## config.mk

```make
export PLATFORM = sky130hd
export DESIGN_NAME = txmod_config
export DESIGN_NICKNAME = d
export VERILOG_FILES = /design/src/txmod_pkg.sv /design/src/txmod_auto_timing.sv /design/src/txmod_config.sv
export SDC_FILE = /design/constraint.sdc
export NUM_CORES = 1
export LEC_CHECK = 0
export BUFFER_PORTS_ARGS = -buffer_cell sky130_fd_sc_hd__buf_2
export CAP_MARGIN = 20
export CORE_MARGIN = 10
export CORE_UTILIZATION = 45
export DETAILED_ROUTE_END_ITERATION = 12
export PLACE_DENSITY = 0.78
export SYNTH_ARGS = -nofsm -noshare
export SYNTH_HDL_FRONTEND = slang
export SYNTH_SLANG_ARGS = --single-unit
```

## constraint.sdc

```tcl
create_clock -name clk_sys_i -period 2.9 [get_ports clk_sys_i]
set_clock_uncertainty 0.05 [all_clocks]
set_input_delay 0.145 -clock clk_sys_i [delete_from_list [all_inputs] [get_ports clk_sys_i]]
set_output_delay 0.145 -clock clk_sys_i [all_outputs]
set_load 0.01 [all_outputs]
```

## src/txmod_pkg.sv

```systemverilog
// Package with register map, field layout, reset values and timing codes
`default_nettype none
package txmod_pkg;
   // Register word indices (index = printed offset, byte address = 4 * index)
   localparam logic [7:0] AUX_MOD_IDX  = 8'h28;
   localparam logic [7:0] PASV_RES_IDX = 8'h29;
   localparam logic [7:0] DRV_TIM_IDX  = 8'h2a;
   localparam logic [7:0] AM_IDX_IDX   = 8'h2b;
   localparam logic [7:0] RAM_CODE_IDX = 8'h2c;
   localparam logic [7:0] STATUS_IDX   = 8'h2d;
   localparam logic [9:0] AUX_MOD_ADDR  = {AUX_MOD_IDX, 2'b00};
   localparam logic [9:0] PASV_RES_ADDR = {PASV_RES_IDX, 2'b00};
   localparam logic [9:0] DRV_TIM_ADDR  = {DRV_TIM_IDX, 2'b00};
   localparam logic [9:0] AM_IDX_ADDR   = {AM_IDX_IDX, 2'b00};
   localparam logic [9:0] RAM_CODE_ADDR = {RAM_CODE_IDX, 2'b00};
   localparam logic [9:0] STATUS_ADDR   = {STATUS_IDX, 2'b00};
   // Field positions
   localparam int REG_AM_OFF_BIT  = 7;
   localparam int EXT_POL_BIT     = 6;
   localparam int EXT_EN_BIT      = 5;
   localparam int DRV_LM_BIT      = 4;
   localparam int RESIST_AM_BIT   = 3;
   localparam int TIM_MAN_BIT     = 3;
   // Reset values
   localparam logic [7:0] AUX_MOD_RST  = 8'h10;
   localparam logic [7:0] AUX_MOD_MASK = 8'hf8;
   localparam logic [7:0] PASV_RES_RST = 8'h70;
   localparam logic [7:0] DRV_TIM_RST  = 8'h7c;
   localparam logic [3:0] AM_IDX_RST   = 4'h7;
   localparam logic [6:0] RAM_CODE_RST = 7'h00;
   // Shared 4-bit resistance code: 4'hf puts the driver in high impedance
   localparam logic [3:0] RES_HIGH_Z   = 4'hf;
   // Transient speed steps, slowest first
   localparam logic [2:0] SPD_SLOW     = 3'h0;
   localparam logic [2:0] SPD_FAST     = 3'h4;
   localparam int         AUTO_MAX_RF  = 10;
endpackage
`default_nettype wire

```

## src/txmod_auto_timing.sv

```systemverilog
// Automatic driver transient search over RF periods
`default_nettype none
module txmod_auto_timing (
   // Clock and reset
   input  wire logic       clk_sys_i,
   input  wire logic       rst_n_i,
   // Control
   input  wire logic       start_i,
   input  wire logic [3:0] target_i,
   // Measurement, synchronous to clk_sys_i
   input  wire logic       rf_period_i,
   input  wire logic [3:0] ratio_i,
   // Result
   output logic     [2:0]  speed_o,
   output logic            busy_o
);
   typedef enum logic [1:0] {ST_IDLE, ST_MEASURE} auto_state_t;
   auto_state_t state_q;
   logic [3:0]  rf_cnt_q;

   // Each step is judged at the end of one RF period, so five steps need at
   // most five periods, well inside the ten allowed
   always_ff @(posedge clk_sys_i) begin
      if (!rst_n_i) begin
         state_q  <= ST_IDLE;
         speed_o  <= txmod_pkg::SPD_SLOW;
         rf_cnt_q <= 4'h0;
      end else begin
         unique case (state_q)
            ST_IDLE: begin
               if (start_i) begin
                  speed_o  <= txmod_pkg::SPD_SLOW;
                  rf_cnt_q <= 4'h0;
                  state_q  <= ST_MEASURE;
               end
            end
            ST_MEASURE: begin
               if (rf_period_i) begin
                  rf_cnt_q <= rf_cnt_q + 4'h1;
                  if (ratio_i >= target_i || speed_o == txmod_pkg::SPD_FAST
                      || rf_cnt_q == 4'(txmod_pkg::AUTO_MAX_RF - 1)) begin
                     state_q <= ST_IDLE;
                  end else begin
                     speed_o <= speed_o + 3'h1;
                  end
               end
            end
         endcase
      end
   end

   assign busy_o = (state_q == ST_MEASURE);

   property p_auto_bound;
      @(posedge clk_sys_i) disable iff (!rst_n_i)
      speed_o <= txmod_pkg::SPD_FAST;
   endproperty
   a_auto_bound: assert property (p_auto_bound) else $error("speed beyond five steps");

   property p_auto_start;
      @(posedge clk_sys_i) disable iff (!rst_n_i)
      (state_q == ST_IDLE && start_i) |=> speed_o == txmod_pkg::SPD_SLOW && busy_o;
   endproperty
   a_auto_start: assert property (p_auto_start) else $error("search not from slowest");

   property p_auto_step;
      @(posedge clk_sys_i) disable iff (!rst_n_i)
      (busy_o && rf_period_i && ratio_i < target_i && speed_o < txmod_pkg::SPD_FAST
       && rf_cnt_q < 4'h9) |=> speed_o == $past(speed_o) + 3'h1;
   endproperty
   a_auto_step: assert property (p_auto_step) else $error("no faster step below target");

   property p_auto_stop;
      @(posedge clk_sys_i) disable iff (!rst_n_i)
      (busy_o && rf_period_i && ratio_i >= target_i) |=> !busy_o && $stable(speed_o);
   endproperty
   a_auto_stop: assert property (p_auto_stop) else $error("search not stopped at target");
endmodule
`default_nettype wire

```

## src/txmod_config.sv

```systemverilog
// Transmitter modulation and driver timing configuration bank on Wishbone
// Functional notes
// Bit7 low enables regulator AM
// Bit6 sets external pin polarity
// Bit5 enables external load-modulation pin output
// Bit4 driver load modulation, uses passive resistances
// Bit3 enables resistive AM with code
// Passive register: upper modulated, lower unmodulated
// Shared code; 15 means high impedance
// Software sets resistances before passive mode
// Timing bits7:4 hold target ratio
// Auto search starts from slowest transient
// Step faster until target met
// Five steps, done within ten periods
// Bit3 picks manual or automatic timing
// Manual code: 1xx decodes to fast
// AM index selects regulator AM depth
// Resistive AM code is seven bits
// Reserved aux bits ignore writes, read zero
//
// Local design decision: the Wishbone register port.
`default_nettype none
module txmod_config (
   // Clock and reset
   input  wire logic        clk_sys_i,
   input  wire logic        rst_n_i,
   // Wishbone slave
   input  wire logic        wb_cyc_i,
   input  wire logic        wb_stb_i,
   input  wire logic        wb_we_i,
   input  wire logic [9:0]  wb_adr_i,
   input  wire logic [3:0]  wb_sel_i,
   input  wire logic [31:0] wb_dat_i,
   output logic      [31:0] wb_dat_o,
   output logic             wb_ack_o,
   output logic             wb_err_o,
   // Transmit state from the modulator core
   input  wire logic        mod_active_i,
   input  wire logic        passive_target_i,
   input  wire logic        auto_start_i,
   input  wire logic        rf_period_i,
   input  wire logic [3:0]  ratio_i,
   // Driver controls
   output logic             regulator_am_on_o,
   output logic      [3:0]  am_depth_index_o,
   output logic             resistive_am_on_o,
   output logic      [6:0]  resistive_am_code_o,
   output logic      [3:0]  driver_res_code_o,
   output logic             driver_high_z_o,
   output logic      [2:0]  driver_speed_o,
   output logic             ext_loadmod_pin_o
);
   logic [7:0] aux_mod_q;
   logic [7:0] pasv_res_q;
   logic [7:0] drv_tim_q;
   logic [3:0] am_idx_q;
   logic [6:0] ram_code_q;
   logic       hit_aux, hit_pt, hit_tim, hit_am, hit_ram, hit_stat, hit_any;
   logic       req;
   logic [2:0] auto_speed;
   logic       auto_busy;
   logic [2:0] manual_speed;
   logic [3:0] res_code_d;
   logic       loadmod_d;

   assign req      = wb_cyc_i && wb_stb_i && !wb_ack_o && !wb_err_o;
   assign hit_aux  = wb_adr_i == txmod_pkg::AUX_MOD_ADDR;
   assign hit_pt   = wb_adr_i == txmod_pkg::PASV_RES_ADDR;
   assign hit_tim  = wb_adr_i == txmod_pkg::DRV_TIM_ADDR;
   assign hit_am   = wb_adr_i == txmod_pkg::AM_IDX_ADDR;
   assign hit_ram  = wb_adr_i == txmod_pkg::RAM_CODE_ADDR;
   assign hit_stat = wb_adr_i == txmod_pkg::STATUS_ADDR;
   assign hit_any  = hit_aux | hit_pt | hit_tim | hit_am | hit_ram | hit_stat;

   // One-cycle answer; unmapped addresses get err so software sees the slip
   always_ff @(posedge clk_sys_i) begin
      if (!rst_n_i) begin
         wb_ack_o <= 1'b0;
         wb_err_o <= 1'b0;
      end else begin
         wb_ack_o <= req && hit_any;
         wb_err_o <= req && !hit_any;
      end
   end

   // Writes take only lane 0; registers are at most 8 bits wide (AM index 4, resistive AM code 7)
   always_ff @(posedge clk_sys_i) begin
      if (!rst_n_i) begin
         aux_mod_q  <= txmod_pkg::AUX_MOD_RST;
         pasv_res_q <= txmod_pkg::PASV_RES_RST;
         drv_tim_q  <= txmod_pkg::DRV_TIM_RST;
         am_idx_q   <= txmod_pkg::AM_IDX_RST;
         ram_code_q <= txmod_pkg::RAM_CODE_RST;
      end else if (req && wb_we_i && wb_sel_i[0]) begin
         if (hit_aux) begin
            aux_mod_q <= wb_dat_i[7:0] & txmod_pkg::AUX_MOD_MASK;
         end
         if (hit_pt) begin
            pasv_res_q <= wb_dat_i[7:0];
         end
         if (hit_tim) begin
            drv_tim_q <= wb_dat_i[7:0];
         end
         if (hit_am) begin
            am_idx_q <= wb_dat_i[3:0];
         end
         if (hit_ram) begin
            ram_code_q <= wb_dat_i[6:0];
         end
      end
   end

   always_ff @(posedge clk_sys_i) begin
      if (!rst_n_i) begin
         wb_dat_o <= 32'h0000_0000;
      end else if (req && !wb_we_i) begin
         unique case (1'b1)
            hit_aux:  wb_dat_o <= {24'h00_0000, aux_mod_q};
            hit_pt:   wb_dat_o <= {24'h00_0000, pasv_res_q};
            hit_tim:  wb_dat_o <= {24'h00_0000, drv_tim_q};
            hit_am:   wb_dat_o <= {28'h000_0000, am_idx_q};
            hit_ram:  wb_dat_o <= {25'h000_0000, ram_code_q};
            hit_stat: wb_dat_o <= {24'h00_0000, 4'h0, auto_busy, driver_speed_o};
            default:  wb_dat_o <= 32'h0000_0000;
         endcase
      end
   end

   txmod_auto_timing u_auto (
      .clk_sys_i   (clk_sys_i),
      .rst_n_i     (rst_n_i),
      .start_i     (auto_start_i),
      .target_i    (drv_tim_q[7:4]),
      .rf_period_i (rf_period_i),
      .ratio_i     (ratio_i),
      .speed_o     (auto_speed),
      .busy_o      (auto_busy)
   );

   // Any 1xx manual code saturates at the fast step
   always_comb begin
      if (drv_tim_q[2]) begin
         manual_speed = txmod_pkg::SPD_FAST;
      end else begin
         manual_speed = {1'b0, drv_tim_q[1:0]};
      end
   end

   // Passive resistances are used as given; ordering them before passive
   // mode is selected is software's job
   always_comb begin
      if (aux_mod_q[txmod_pkg::DRV_LM_BIT] && passive_target_i) begin
         res_code_d = mod_active_i ? pasv_res_q[7:4] : pasv_res_q[3:0];
      end else begin
         res_code_d = pasv_res_q[3:0];
      end
   end

   assign loadmod_d = mod_active_i ^ aux_mod_q[txmod_pkg::EXT_POL_BIT];

   always_ff @(posedge clk_sys_i) begin
      if (!rst_n_i) begin
         regulator_am_on_o   <= 1'b0;
         am_depth_index_o    <= txmod_pkg::AM_IDX_RST;
         resistive_am_on_o   <= 1'b0;
         resistive_am_code_o <= txmod_pkg::RAM_CODE_RST;
         driver_res_code_o   <= 4'h0;
         driver_high_z_o     <= 1'b0;
         driver_speed_o      <= txmod_pkg::SPD_FAST;
         ext_loadmod_pin_o   <= 1'b0;
      end else begin
         regulator_am_on_o   <= !aux_mod_q[txmod_pkg::REG_AM_OFF_BIT];
         am_depth_index_o    <= am_idx_q;
         resistive_am_on_o   <= aux_mod_q[txmod_pkg::RESIST_AM_BIT];
         resistive_am_code_o <= ram_code_q;
         driver_res_code_o   <= res_code_d;
         driver_high_z_o     <= res_code_d == txmod_pkg::RES_HIGH_Z;
         driver_speed_o      <= drv_tim_q[txmod_pkg::TIM_MAN_BIT] ? manual_speed
                                                                  : auto_speed;
         if (aux_mod_q[txmod_pkg::EXT_EN_BIT]) begin
            ext_loadmod_pin_o <= loadmod_d;
         end else begin
            ext_loadmod_pin_o <= 1'b0;
         end
      end
   end

   property p_reg_am;
      @(posedge clk_sys_i) disable iff (!rst_n_i)
      1'b1 |=> regulator_am_on_o == !$past(aux_mod_q[txmod_pkg::REG_AM_OFF_BIT]);
   endproperty
   a_reg_am: assert property (p_reg_am) else $error("regulator AM enable wrong");

   property p_ext_pol;
      @(posedge clk_sys_i) disable iff (!rst_n_i)
      aux_mod_q[txmod_pkg::EXT_EN_BIT] |=>
         ext_loadmod_pin_o == ($past(mod_active_i) ^ $past(aux_mod_q[txmod_pkg::EXT_POL_BIT]));
   endproperty
   a_ext_pol: assert property (p_ext_pol) else $error("external pin polarity wrong");

   property p_ext_off;
      @(posedge clk_sys_i) disable iff (!rst_n_i)
      !aux_mod_q[txmod_pkg::EXT_EN_BIT] |=> !ext_loadmod_pin_o;
   endproperty
   a_ext_off: assert property (p_ext_off) else $error("external pin driven when off");

   property p_drv_lm;
      @(posedge clk_sys_i) disable iff (!rst_n_i)
      (aux_mod_q[txmod_pkg::DRV_LM_BIT] && passive_target_i && mod_active_i)
         |=> driver_res_code_o == $past(pasv_res_q[7:4]);
   endproperty
   a_drv_lm: assert property (p_drv_lm) else $error("modulated resistance not used");

   property p_resistive_am_en;
      @(posedge clk_sys_i) disable iff (!rst_n_i)
      aux_mod_q[txmod_pkg::RESIST_AM_BIT] |=> resistive_am_on_o
         && resistive_am_code_o == $past(ram_code_q);
   endproperty
   a_resistive_am_en: assert property (p_resistive_am_en) else $error("resistive AM not applied");

   property p_high_z;
      @(posedge clk_sys_i) disable iff (!rst_n_i)
      driver_high_z_o == (driver_res_code_o == txmod_pkg::RES_HIGH_Z);
   endproperty
   a_high_z: assert property (p_high_z) else $error("high impedance decode wrong");

   property p_manual;
      @(posedge clk_sys_i) disable iff (!rst_n_i)
      (drv_tim_q[txmod_pkg::TIM_MAN_BIT] && drv_tim_q[2]) |=>
         driver_speed_o == txmod_pkg::SPD_FAST;
   endproperty
   a_manual: assert property (p_manual) else $error("manual fast decode wrong");

   property p_auto_sel;
      @(posedge clk_sys_i) disable iff (!rst_n_i)
      !drv_tim_q[txmod_pkg::TIM_MAN_BIT] |=> driver_speed_o == $past(auto_speed);
   endproperty
   a_auto_sel: assert property (p_auto_sel) else $error("automatic timing not selected");

   property p_reserved;
      @(posedge clk_sys_i) disable iff (!rst_n_i)
      aux_mod_q[2:0] == 3'h0;
   endproperty
   a_reserved: assert property (p_reserved) else $error("reserved bits set");

   property p_unmod_res;
      @(posedge clk_sys_i) disable iff (!rst_n_i)
      (aux_mod_q[txmod_pkg::DRV_LM_BIT] && passive_target_i && !mod_active_i)
         |=> driver_res_code_o == $past(pasv_res_q[3:0]);
   endproperty
   a_unmod_res: assert property (p_unmod_res) else $error("unmodulated code wrong");

   property p_lm_off;
      @(posedge clk_sys_i) disable iff (!rst_n_i)
      (!aux_mod_q[txmod_pkg::DRV_LM_BIT] || !passive_target_i)
         |=> driver_res_code_o == $past(pasv_res_q[3:0]);
   endproperty
   a_lm_off: assert property (p_lm_off) else $error("load modulation code wrong");

   property p_high_z_on;
      @(posedge clk_sys_i) disable iff (!rst_n_i)
      (res_code_d == txmod_pkg::RES_HIGH_Z) |=> driver_high_z_o;
   endproperty
   a_high_z_on: assert property (p_high_z_on) else $error("high impedance not set");

   property p_am_depth;
      @(posedge clk_sys_i) disable iff (!rst_n_i)
      1'b1 |=> am_depth_index_o == $past(am_idx_q);
   endproperty
   a_am_depth: assert property (p_am_depth) else $error("AM depth index wrong");

   property p_res_code;
      @(posedge clk_sys_i) disable iff (!rst_n_i)
      1'b1 |=> resistive_am_code_o == $past(ram_code_q);
   endproperty
   a_res_code: assert property (p_res_code) else $error("resistive code wrong");

   property p_resistive_am_en_off;
      @(posedge clk_sys_i) disable iff (!rst_n_i)
      !aux_mod_q[txmod_pkg::RESIST_AM_BIT] |=> !resistive_am_on_o;
   endproperty
   a_resistive_am_en_off: assert property (p_resistive_am_en_off) else $error("resistive AM not off");

   property p_manual_low;
      @(posedge clk_sys_i) disable iff (!rst_n_i)
      (drv_tim_q[txmod_pkg::TIM_MAN_BIT] && !drv_tim_q[2])
         |=> driver_speed_o == {1'b0, $past(drv_tim_q[1:0])};
   endproperty
   a_manual_low: assert property (p_manual_low) else $error("manual speed decode wrong");

   property p_manual_sel;
      @(posedge clk_sys_i) disable iff (!rst_n_i)
      drv_tim_q[txmod_pkg::TIM_MAN_BIT] |=> driver_speed_o == $past(manual_speed);
   endproperty
   a_manual_sel: assert property (p_manual_sel) else $error("manual timing not used");

   // Register file checks: writes land whole, reserved bits stay clear
   property p_aux_write;
      @(posedge clk_sys_i) disable iff (!rst_n_i)
      (req && wb_we_i && wb_sel_i[0] && hit_aux)
         |=> aux_mod_q == ($past(wb_dat_i[7:0]) & txmod_pkg::AUX_MOD_MASK);
   endproperty
   a_aux_write: assert property (p_aux_write) else $error("aux write wrong");

   property p_tim_write;
      @(posedge clk_sys_i) disable iff (!rst_n_i)
      (req && wb_we_i && wb_sel_i[0] && hit_tim)
         |=> drv_tim_q == $past(wb_dat_i[7:0]);
   endproperty
   a_tim_write: assert property (p_tim_write) else $error("timing write wrong");

   property p_pas_write;
      @(posedge clk_sys_i) disable iff (!rst_n_i)
      (req && wb_we_i && wb_sel_i[0] && hit_pt)
         |=> pasv_res_q == $past(wb_dat_i[7:0]);
   endproperty
   a_pas_write: assert property (p_pas_write) else $error("passive write wrong");

   property p_aux_read;
      @(posedge clk_sys_i) disable iff (!rst_n_i)
      (req && !wb_we_i && hit_aux) |=> wb_dat_o == {24'h00_0000, $past(aux_mod_q)};
   endproperty
   a_aux_read: assert property (p_aux_read) else $error("aux read wrong");

   property p_lane_only;
      @(posedge clk_sys_i) disable iff (!rst_n_i)
      (req && wb_we_i && !wb_sel_i[0]) |=> $stable(aux_mod_q) && $stable(pasv_res_q)
         && $stable(drv_tim_q) && $stable(am_idx_q) && $stable(ram_code_q);
   endproperty
   a_lane_only: assert property (p_lane_only) else $error("write without lane 0");

   property p_target_top;
      @(posedge clk_sys_i) disable iff (!rst_n_i)
      (auto_busy && rf_period_i && ratio_i >= drv_tim_q[7:4]) |=> !auto_busy;
   endproperty
   a_target_top: assert property (p_target_top) else $error("target not honoured");

   property p_status_read;
      @(posedge clk_sys_i) disable iff (!rst_n_i)
      (req && !wb_we_i && hit_stat)
         |=> wb_dat_o == {24'h00_0000, 4'h0, $past(auto_busy), $past(driver_speed_o)};
   endproperty
   a_status_read: assert property (p_status_read) else $error("status read wrong");
endmodule
`default_nettype wire

```

# Word-level counts from Yosys, hierarchy flattened
# Index checks and enable logic that the tools add are counted.
# classes
addsub	2
magnitude_cmp	1
eq_ne	14
n_mux	16
bitwise_logic	6
reduce_logical	26
# ops
operator	n
10-bit by 8-bit == test with 1-bit output (second input constant)	6
8-bit one-hot mux with 6 select lines	1
4-bit two-way mux	4
3-bit two-way mux	5
2-bit AND reduction	7
1-bit logical AND	9
4-bit == test (second input constant)	2
4-bit one-hot mux with 2 select lines	1
2-bit two-way mux	3
2-bit != test (second input constant)	3
3-bit one-hot mux with 2 select lines	1
3-bit AND reduction	2
1-bit zero test	5
1-bit OR	5
4-bit by 1-bit adder with 4-bit output (second input constant)	1
4-bit greater-or-equal comparator	1
2-bit one-hot mux with 2 select lines	1
3-bit by 1-bit adder with 3-bit output (second input constant)	1
3-bit == test (second input constant)	1
2-bit by 1-bit == test with 1-bit output (second input constant)	1
2-bit zero test	1
1-bit logical OR	2
2-bit by 1-bit != test with 1-bit output (second input constant)	1
1-bit XOR	1
# word_totals
reg_bits	97
input_bits	59
out_inout_bits	56
elab_cells	84

# Longest topological paths before layout
# Gate-level depths: netlist of run 1.
# depth
depth_word	8
mapped_depth	7

# By module
# From an unflattened synthesis of run 1, not the netlist that was laid out.
# hier_totals
hier_cells	358
hier_area_um2	3365.7
# modules_own_cells
mod	instances	cells_per_inst	area_each_um2
txmod_config	1	292	2771.4
txmod_auto_timing	1	66	594.3

# Worst setup path after synthesis of run 1
# Ideal clock, no wire load.
# synth_path
kind	reg-to-reg
from	reg wb_err_o
to	reg aux_mod_q[4]
t_arrival_ps	1503
required_time_ps	2721
path_slack_ps	1218
stages_incl_launch_ff	6
path_buffers	0
path_cell_list	dfxtp_1 and4bb_2 nand3_4 nor4b_4 mux2i_1 nand2_1
# synth_via
elab_chain_cells	5
# synth_rtl
element	line_no	source
from (decl)	txmod_config.sv:36	output logic wb_err_o,
from (signal assigned)	txmod_config.sv:82	wb_err_o <= req && !hit_any;
1-bit zero test	txmod_config.sv:66	assign req = wb_cyc_i && wb_stb_i && !wb_ack_o && !wb_err_o;
1-bit logical AND	txmod_config.sv:66	
1-bit logical AND (2 in series)	txmod_config.sv:94	end else if (req && wb_we_i && wb_sel_i[0]) begin
2-bit AND reduction (no line)	-	
to (signal assigned)	txmod_config.sv:89	aux_mod_q <= txmod_pkg::AUX_MOD_RST;
to (signal assigned)	txmod_config.sv:96	aux_mod_q <= wb_dat_i[7:0] & txmod_pkg::AUX_MOD_MASK;
to (decl)	txmod_config.sv:53	logic [7:0] aux_mod_q;
# No other way between the ends.
# A chain may end at the register's enable or synchronous reset.

# Worst setup path after layout of run 1
# layout_path
from	reg wb_ack_o
to	reg pasv_res_q[4]
# layout_via
elab_chain_cells	6
# layout_rtl
element	line_no	source
from (decl)	txmod_config.sv:35	output logic wb_ack_o,
from (signal assigned)	txmod_config.sv:81	wb_ack_o <= req && hit_any;
1-bit zero test	txmod_config.sv:66	
1-bit logical AND (2 in series)	txmod_config.sv:66	
1-bit logical AND (2 in series)	txmod_config.sv:94	
2-bit AND reduction (no line)	-	
to (signal assigned)	txmod_config.sv:90	pasv_res_q <= txmod_pkg::PASV_RES_RST;
to (signal assigned)	txmod_config.sv:99	pasv_res_q <= wb_dat_i[7:0];
to (decl)	txmod_config.sv:54	logic [7:0] pasv_res_q;
# No other way between the ends.

==> results.py, run 1 <==
metrics = {
    "sta": {
        "timing.fmax_mhz": 513,
        "hold_slack_ns": 0.00919,
        "tightest_slew_ns": 0.810,
        "setup_ws_ns": 0.952,
        "maxSlewHeadroom": 0.460,
        "finalHoldViolations": 0,
        "fin_crit_sh": 0.672,
        "setup_violations": 0,
        "finalMaxSlewViolations": 0,
        "finalSetupTns_ns": 0,
        "period_needed_ns": 1.95,
        "rsz0062_at_grt": "false",
    },
    "floorplanning": {
        "core_um2": 7250,
        "initial_core_util": 0.463,
        "ios": 115,
        "dieWidth_um": 106,
        "std_cell_rows": 31,
        "die_h_um": 106,
        "dieArea_um2": 11300,
    },
    "synth": {
        "synth_area_per_cell_um2": 9.25,
        "synth-async-reset-ratio": 0,
        "synth_edf_count": 0,
        "syn_area_um2": 3360,
        "yosysSeqAreaShare": 0.429,
        "synth_warnings": 0,
        "ys_ff_latch": 72,
        "ys.flop_type": "dfxtp_1",
        "synth_top_area_share": 0.429,
        "yosysUniqueCellTypes": 44,
        "yosysMostFrequentCell": "dfxtp_1",
        "synth_commonest_cells": "72 x dfxtp_1, 47 x nand2_1, 39 x o21ai_0",
        "yosysTopAreaCell": "dfxtp_1",
        "ys_top_cells_by_area": "dfxtp_1 43%, mux2i_1 8.6%, o21ai_0 5.8%",
        "netlist_instances": 363,
    },
    "clocking": {
        "clock_sinks": 72,
        "insertion_delay_ns": 0.36,
        "cts_root_buf": "clkbuf_8",
        "cts_buffers": 9,
        "cts_max_level": 3,
        "cts_tree": "built",
        "clk_pin_slew_worst_paths_ns": 0.07,
        "cts_max_path_buffers": 2,
    },
    "worst_setup_path": {
        "crit_slowest_cell": "nor4_4",
        "startpoint_type": "flop",
        "crit_type": "reg2reg",
        "cp-end-kind": "flop",
        "worstPathArrival_ns": 2.14,
        "required_ns": 3.09,
        "slowest_delay_ns": 0.64,
        "path_max_fanout": 13,
        "cp_cell_sequence": "and4bb_2 > nand3_4 > nor4_4 > mux2i_1 > nand2_1",
    },
    "final_layout": {
        "fin_area_um2": 3880,
        "post-route-util": 0.535,
        "layout.nets": 486,
        "fillers": 683,
        "area_growth_pct": 15.6,
        "layout.cells.non_filler": 523,
        "final_layout_size_suffix_gt1_frac": 0.226,
        "diodes": 0,
    },
    "detailed_routing": {
        "viasPerCell": 5.02,
        "drt_pass1_iterations": 7,
        "ant_nets": 0,
        "wire_per_inst_um": 15.0,
        "drcViolationCount": 0,
        "drt_iter0_markers": 149,
        "vias": 2623,
        "wl_um": 7830,
    },
    "grt": {
        "grtUsageTotal": 0.139,
        "grt_pass1_wl_um": 12800,
        "grt_max_degree": 54,
        "grt_overflow": 0,
        "antenna_found_initial": 0,
        "grt_pass1_vias": 2640,
    },
    "power": {
        "switchingPower_mw": 0.497,
        "peakVddDrop_mv": 0.263,
        "pwr-share-seq": 0.475,
        "power_density_nw_per_um2": 545,
        "netSwitchingFraction": 0.235,
        "power_frac_clock": 0.458,
        "power_mw": 2.12,
        "intPower_mw": 1.62,
        "p_leak_nw": 1.76,
        "combPwrFrac": 0.067,
    },
    "run_status": {
        "outcome": "complete, no violations",
    },
    "place": {
        "io_buffers": 63,
        "gp_congestion": 0.796,
        "placed_cells": 505,
        "pre_cts_ws_ns": 0.937,
        "placement.cell_area_um2": 3620,
        "dp_hpwl_um": 5860,
    },
    "flow_run": {
        "maxCapViolations": 0,
    },
    "hold_path": {
        "hp-class": "in2reg",
    },
}
==> power groups by stage <==
| stage | Combinational [mW] | Sequential [mW] | Clock, mW |
|---|---|---|---|
| 2_1_floorplan | 0.120 | 1.02 | 0 |
| 5_1_grt | 0.158 | 1.01 | 1.03 |
| 3_3_place_gp | 0.135 | 1.03 | 0 |
| 3_5_place_dp | 0.138 | 1.03 | 0 |
| 6_report | 0.142 | 1.00 | 0.969 |
| 4_1_cts | 0.141 | 1.00 | 0.975 |
==> layout by cell type, fill, tap and decap left out, types with 4 or more instances in the layout <==
master | netlist | routed
nand2b_1 | 6 | 6
clkbuf_8 | 0 | 9
nor2_1 | 6 | 6
inv_1 | 17 | 17
nand2_1 | 47 | 47
o2111ai_1 | 4 | 4
ha_1 | 8 | 8
o21ai_0 | 39 | 39
a21oi_1 | 8 | 8
mux2_2 | 4 | 4
nand3_1 | 20 | 20
dfxtp_1 | 72 | 72
mux2i_1 | 29 | 29
conb_1 | 1 | 24
and2_1 | 4 | 4
nor2b_1 | 15 | 15
buf_2 | 5 | 63
==> cell families (layout without fill, tap and decap cells) <==
family          Yosys count  after routing  synth area share
flops                    72             72             0.429
buf+inv                  61             99            0.0995
compound gates           62             62             0.108
simple gates            122            122             0.218
fa+ha+maj                 8              8            0.0298
xor+xnor                  3              3           0.00783
mux                      34             34             0.107
other cells               1             24           0.00112
==> routing by layer <==
layer | vias up | share of wire | GRT usage
li1 | 1311 | - | -
met1 | 1213 | 0.45 | 0.164
met2 | 84 | 0.45 | 0.220
met3 | 15 | 0.083 | 0.0598
met4 | 0 | 0.016 | 0.0522
met5 | - | 0 | 0
==> worst max-delay path: cells and delay by family (launching register included) <==
family        cells  cell delay, ns
simple gates      4            1.21
mux               1            0.26
flops             1            0.31
==> layout make-up <==
| type | count | area (um^2) | area share |
|---|---|---|---|
| inverters | 17 | 63.8 | 0.0164 |
| flip-flops and latches | 72 | 1440 | 0.371 |
| repair buffers | 66 | 343 | 0.0883 |
| multi-input cells | 253 | 1670 | 0.430 |
| clock buffers | 9 | 124 | 0.0319 |
| well taps | 99 | 124 | 0.0319 |
| clock inverters | 7 | 119 | 0.0306 |
==> registers in the layout (all words and copies together), names as in the netlist, 3 cells and up <==
register,cells
am_depth_index_o,4
aux_mod_q,5
drv_tim_q,8
driver_speed_o,3
ram_code_q,7
driver_res_code_o,4
pasv_res_q,8
u_auto.rf_cnt_q,4
resistive_am_code_o,7
wb_dat_o,8
u_auto.speed_o,3
am_idx_q,4
==> worst paths after layout <==
path	cells after the start	endpoint	slack, ns	start
worst max register to register	5	pasv_res_q[4]	0.95	wb_ack_o
worst min-delay path	3	aux_mod_q[5]	0.009	wb_dat_i[5]
worst min register to register	2	resistive_am_code_o[5]	0.41	ram_code_q[5]
worst max-delay path	5	pasv_res_q[4]	0.95	wb_ack_o
==> timing repair <==
item | in CTS | in global routing
hold endpoints to repair | 3 | 0
hold buffers | 2 | 0
setup buffers | 0 | 0
gates resized for setup | 0 | 0
No activity file was read; power rests on OpenSTA's default activity.
==> inputs of run 2 (changes only) <==
ABC_AREA = 1   (was unset)
PLACE_DENSITY = 0.8   (was 0.78)
clock period = 1.7 ns   (was 2.9 ns; I/O delays follow)
==> run 2 against run 1 <==
  * Sequential share of layout area is 1.0 points lower
  * Total power increased by 56%
  * Routed wire length is 11% higher
  * Cell area rose by 3.1%
  * Global-route usage is 1.7 points higher
  * Area after synthesis is 1.8% higher
  * Critical path type unchanged
  * Die area increased by 1.4%
  * Sequential cell count did not move
  * Sequential power increased by 71%
  * Non-clock buffer count rose by 8
==> results.py, run 2 <==
metrics = {
    "worst_setup_path": {
        "worstPathArrival_ns": 1.76,
        "required_ns": 1.93,
        "path_common_cell": "nand2_1",
        "cp-end-kind": "flop",
        "cp_cell_sequence": "inv_1 > ha_1 > a21oi_1 > nand2_1 > a31oi_4 > nand2_2 > nand2_1 > nand2_1 > a21oi_2",
        "crit_slowest_cell": "dfxtp_1",
        "startpoint_type": "flop",
        "crit_type": "reg2reg",
        "path_max_fanout": 4,
        "slowest_delay_ns": 0.40,
    },
    "clocking": {
        "cts_max_path_buffers": 2,
        "cts_max_level": 3,
        "clk_pin_slew_worst_paths_ns": 0.07,
        "cts_tree": "built",
        "clock_sinks": 72,
        "insertion_delay_ns": 0.35,
        "cts_buffers": 9,
        "cts_root_buf": "clkbuf_8",
    },
    "floorplanning": {
        "ios": 115,
        "initial_core_util": 0.466,
        "core_um2": 7330,
        "std_cell_rows": 31,
        "die_h_um": 107,
        "dieWidth_um": 107,
        "dieArea_um2": 11500,
    },
    "power": {
        "peakVddDrop_mv": 0.412,
        "switchingPower_mw": 0.814,
        "intPower_mw": 2.49,
        "power_frac_clock": 0.398,
        "combPwrFrac": 0.084,
        "netSwitchingFraction": 0.246,
        "pwr-share-seq": 0.518,
        "power_density_nw_per_um2": 826,
        "p_leak_nw": 2.00,
    },
    "final_layout": {
        "mostFrequentLayoutCell": "nand2_1",
        "reg_top3": "drv_tim_q x8, pasv_res_q x8, wb_dat_o x8",
        "area_growth_pct": 17.1,
        "layout_common_cells": "80 x nand2_1, 70 x dfxtp_1, 63 x buf_2",
        "diodes": 0,
        "layout.nets": 578,
        "final_layout_size_suffix_gt1_frac": 0.247,
    },
    "sta": {
        "setup_violations": 0,
        "setup_ws_ns": 0.162,
        "hold_slack_ns": 0.0111,
        "finalMaxSlewViolations": 0,
        "fin_crit_sh": 0.905,
        "timing.fmax_mhz": 650,
        "finalHoldViolations": 0,
        "finalSetupTns_ns": 0,
        "rsz0062_at_grt": "false",
        "period_needed_ns": 1.54,
    },
    "grt": {
        "antenna_found_initial": 1,
        "grt_pass1_wl_um": 14400,
        "grt_max_degree": 43,
        "grt_overflow": 0,
        "grtUsageTotal": 0.156,
        "grt_pass1_vias": 3057,
    },
    "place": {
        "io_buffers": 63,
        "dp_hpwl_um": 6720,
        "gp_congestion": 0.923,
        "pre_cts_ws_ns": 0.101,
    },
    "synth": {
        "synth-async-reset-ratio": 0,
        "syn_area_um2": 3420,
        "synth_warnings": 0,
        "ys.flop_type": "dfxtp_1",
        "yosysTopAreaCell": "dfxtp_1",
        "ys_top_cells_by_area": "dfxtp_1 42%, nand2_1 8.9%, buf_4 5.7%",
        "netlist_instances": 437,
        "yosysUniqueCellTypes": 38,
        "ys_ff_latch": 72,
        "synth_area_per_cell_um2": 7.82,
        "yosysSeqAreaShare": 0.422,
        "yosysMostFrequentCell": "nand2_1",
        "synth_top_area_share": 0.422,
        "synth_edf_count": 0,
        "synth_commonest_cells": "81 x nand2_1, 72 x dfxtp_1, 47 x inv_1",
    },
    "detailed_routing": {
        "ant_nets": 0,
        "drt_pass1_iterations": 4,
        "vias": 2976,
        "viasPerCell": 4.85,
        "wire_per_inst_um": 14.2,
        "drcViolationCount": 0,
        "drt_iter0_markers": 243,
        "wl_um": 8710,
    },
    "run_status": {
        "outcome": "complete, no violations",
    },
    "flow_run": {
        "maxCapViolations": 0,
    },
    "hold_path": {
        "hp-class": "in2reg",
    },
}
-- run 2: logic make-up after synthesis --
| logic type | count (synthesis) | synth area share |
|---|---|---|
| simple gates | 173 | 0.261 |
| buf+inv | 92 | 0.137 |
| compound gates | 89 | 0.144 |
| flops | 72 | 0.422 |
| fa+ha+maj | 8 | 0.0293 |
| xor+xnor | 2 | 0.00513 |
| other cells | 1 | 0.00110 |
-- run 2: cell type report --
cell class,count,area (um^2)
fillers,699,3330
clock buffers,11,141
well taps,99,124
flip-flops and latches,72,1440
multi-input cells,296,1610
clock inverters,4,45.0
inverters,58,225
repair buffers,74,418
-- run 2: per-stage QoR --
step	power [mW]	util	area, um^2	cells
after floorplan	1.95	-	3500	460
after global placement	2.00	0.508	3720	591
after detailed placement	2.01	0.508	3720	591
after CTS	3.32	0.544	3990	614
after global routing	3.43	0.546	4000	614
final	3.31	0.546	4000	614
-- run 2: final timing paths --
| path | startpoint | end | slack (ns) | depth (start not counted) |
|---|---|---|---|---|
| max reg2reg | u_auto.speed_o[1] | u_auto.speed_o[0] | 0.16 | 9 |
| min reg2reg | am_idx_q[3] | am_depth_index_o[3] | 0.38 | 2 |
| max | u_auto.speed_o[1] | u_auto.speed_o[0] | 0.16 | 9 |
| min | wb_dat_i[6] | aux_mod_q[6] | 0.01 | 3 |
-- run 2: repair_timing --
item,4_1_cts,5_1_grt
gates resized for setup,0,5
setup endpoints to repair,0,4
buffers inserted,0,0
endpoints found under the hold margin,9,0
hold buffers,8,0
-- run 2: critical path, delay by kind of cell (launching register included) --
kind | cells | cell delay [ns]
AOI/OAI and AO/OA | 3 | 0.46
adders and majority gates | 1 | 0.18
buffers and inverters | 1 | 0.06
and+or+nand+nor | 4 | 0.32
DFF | 1 | 0.40
-- run 2: power groups by stage --
stage	registers (mW)	clock network (mW)	logic [mW]
after floorplan	1.75	0	0.200
after CTS	1.71	1.34	0.274
after global routing	1.71	1.40	0.313
after detailed placement	1.75	0	0.259
after global placement	1.75	0	0.252
final	1.71	1.32	0.279
-- run 2: layer usage --
layer,track usage,vias to the layer above,share of wire
li1,-,1520,-
met1,0.176,1347,0.43
met2,0.261,92,0.48
met3,0.0497,17,0.073
met4,0.0706,0,0.022
met5,0,-,0
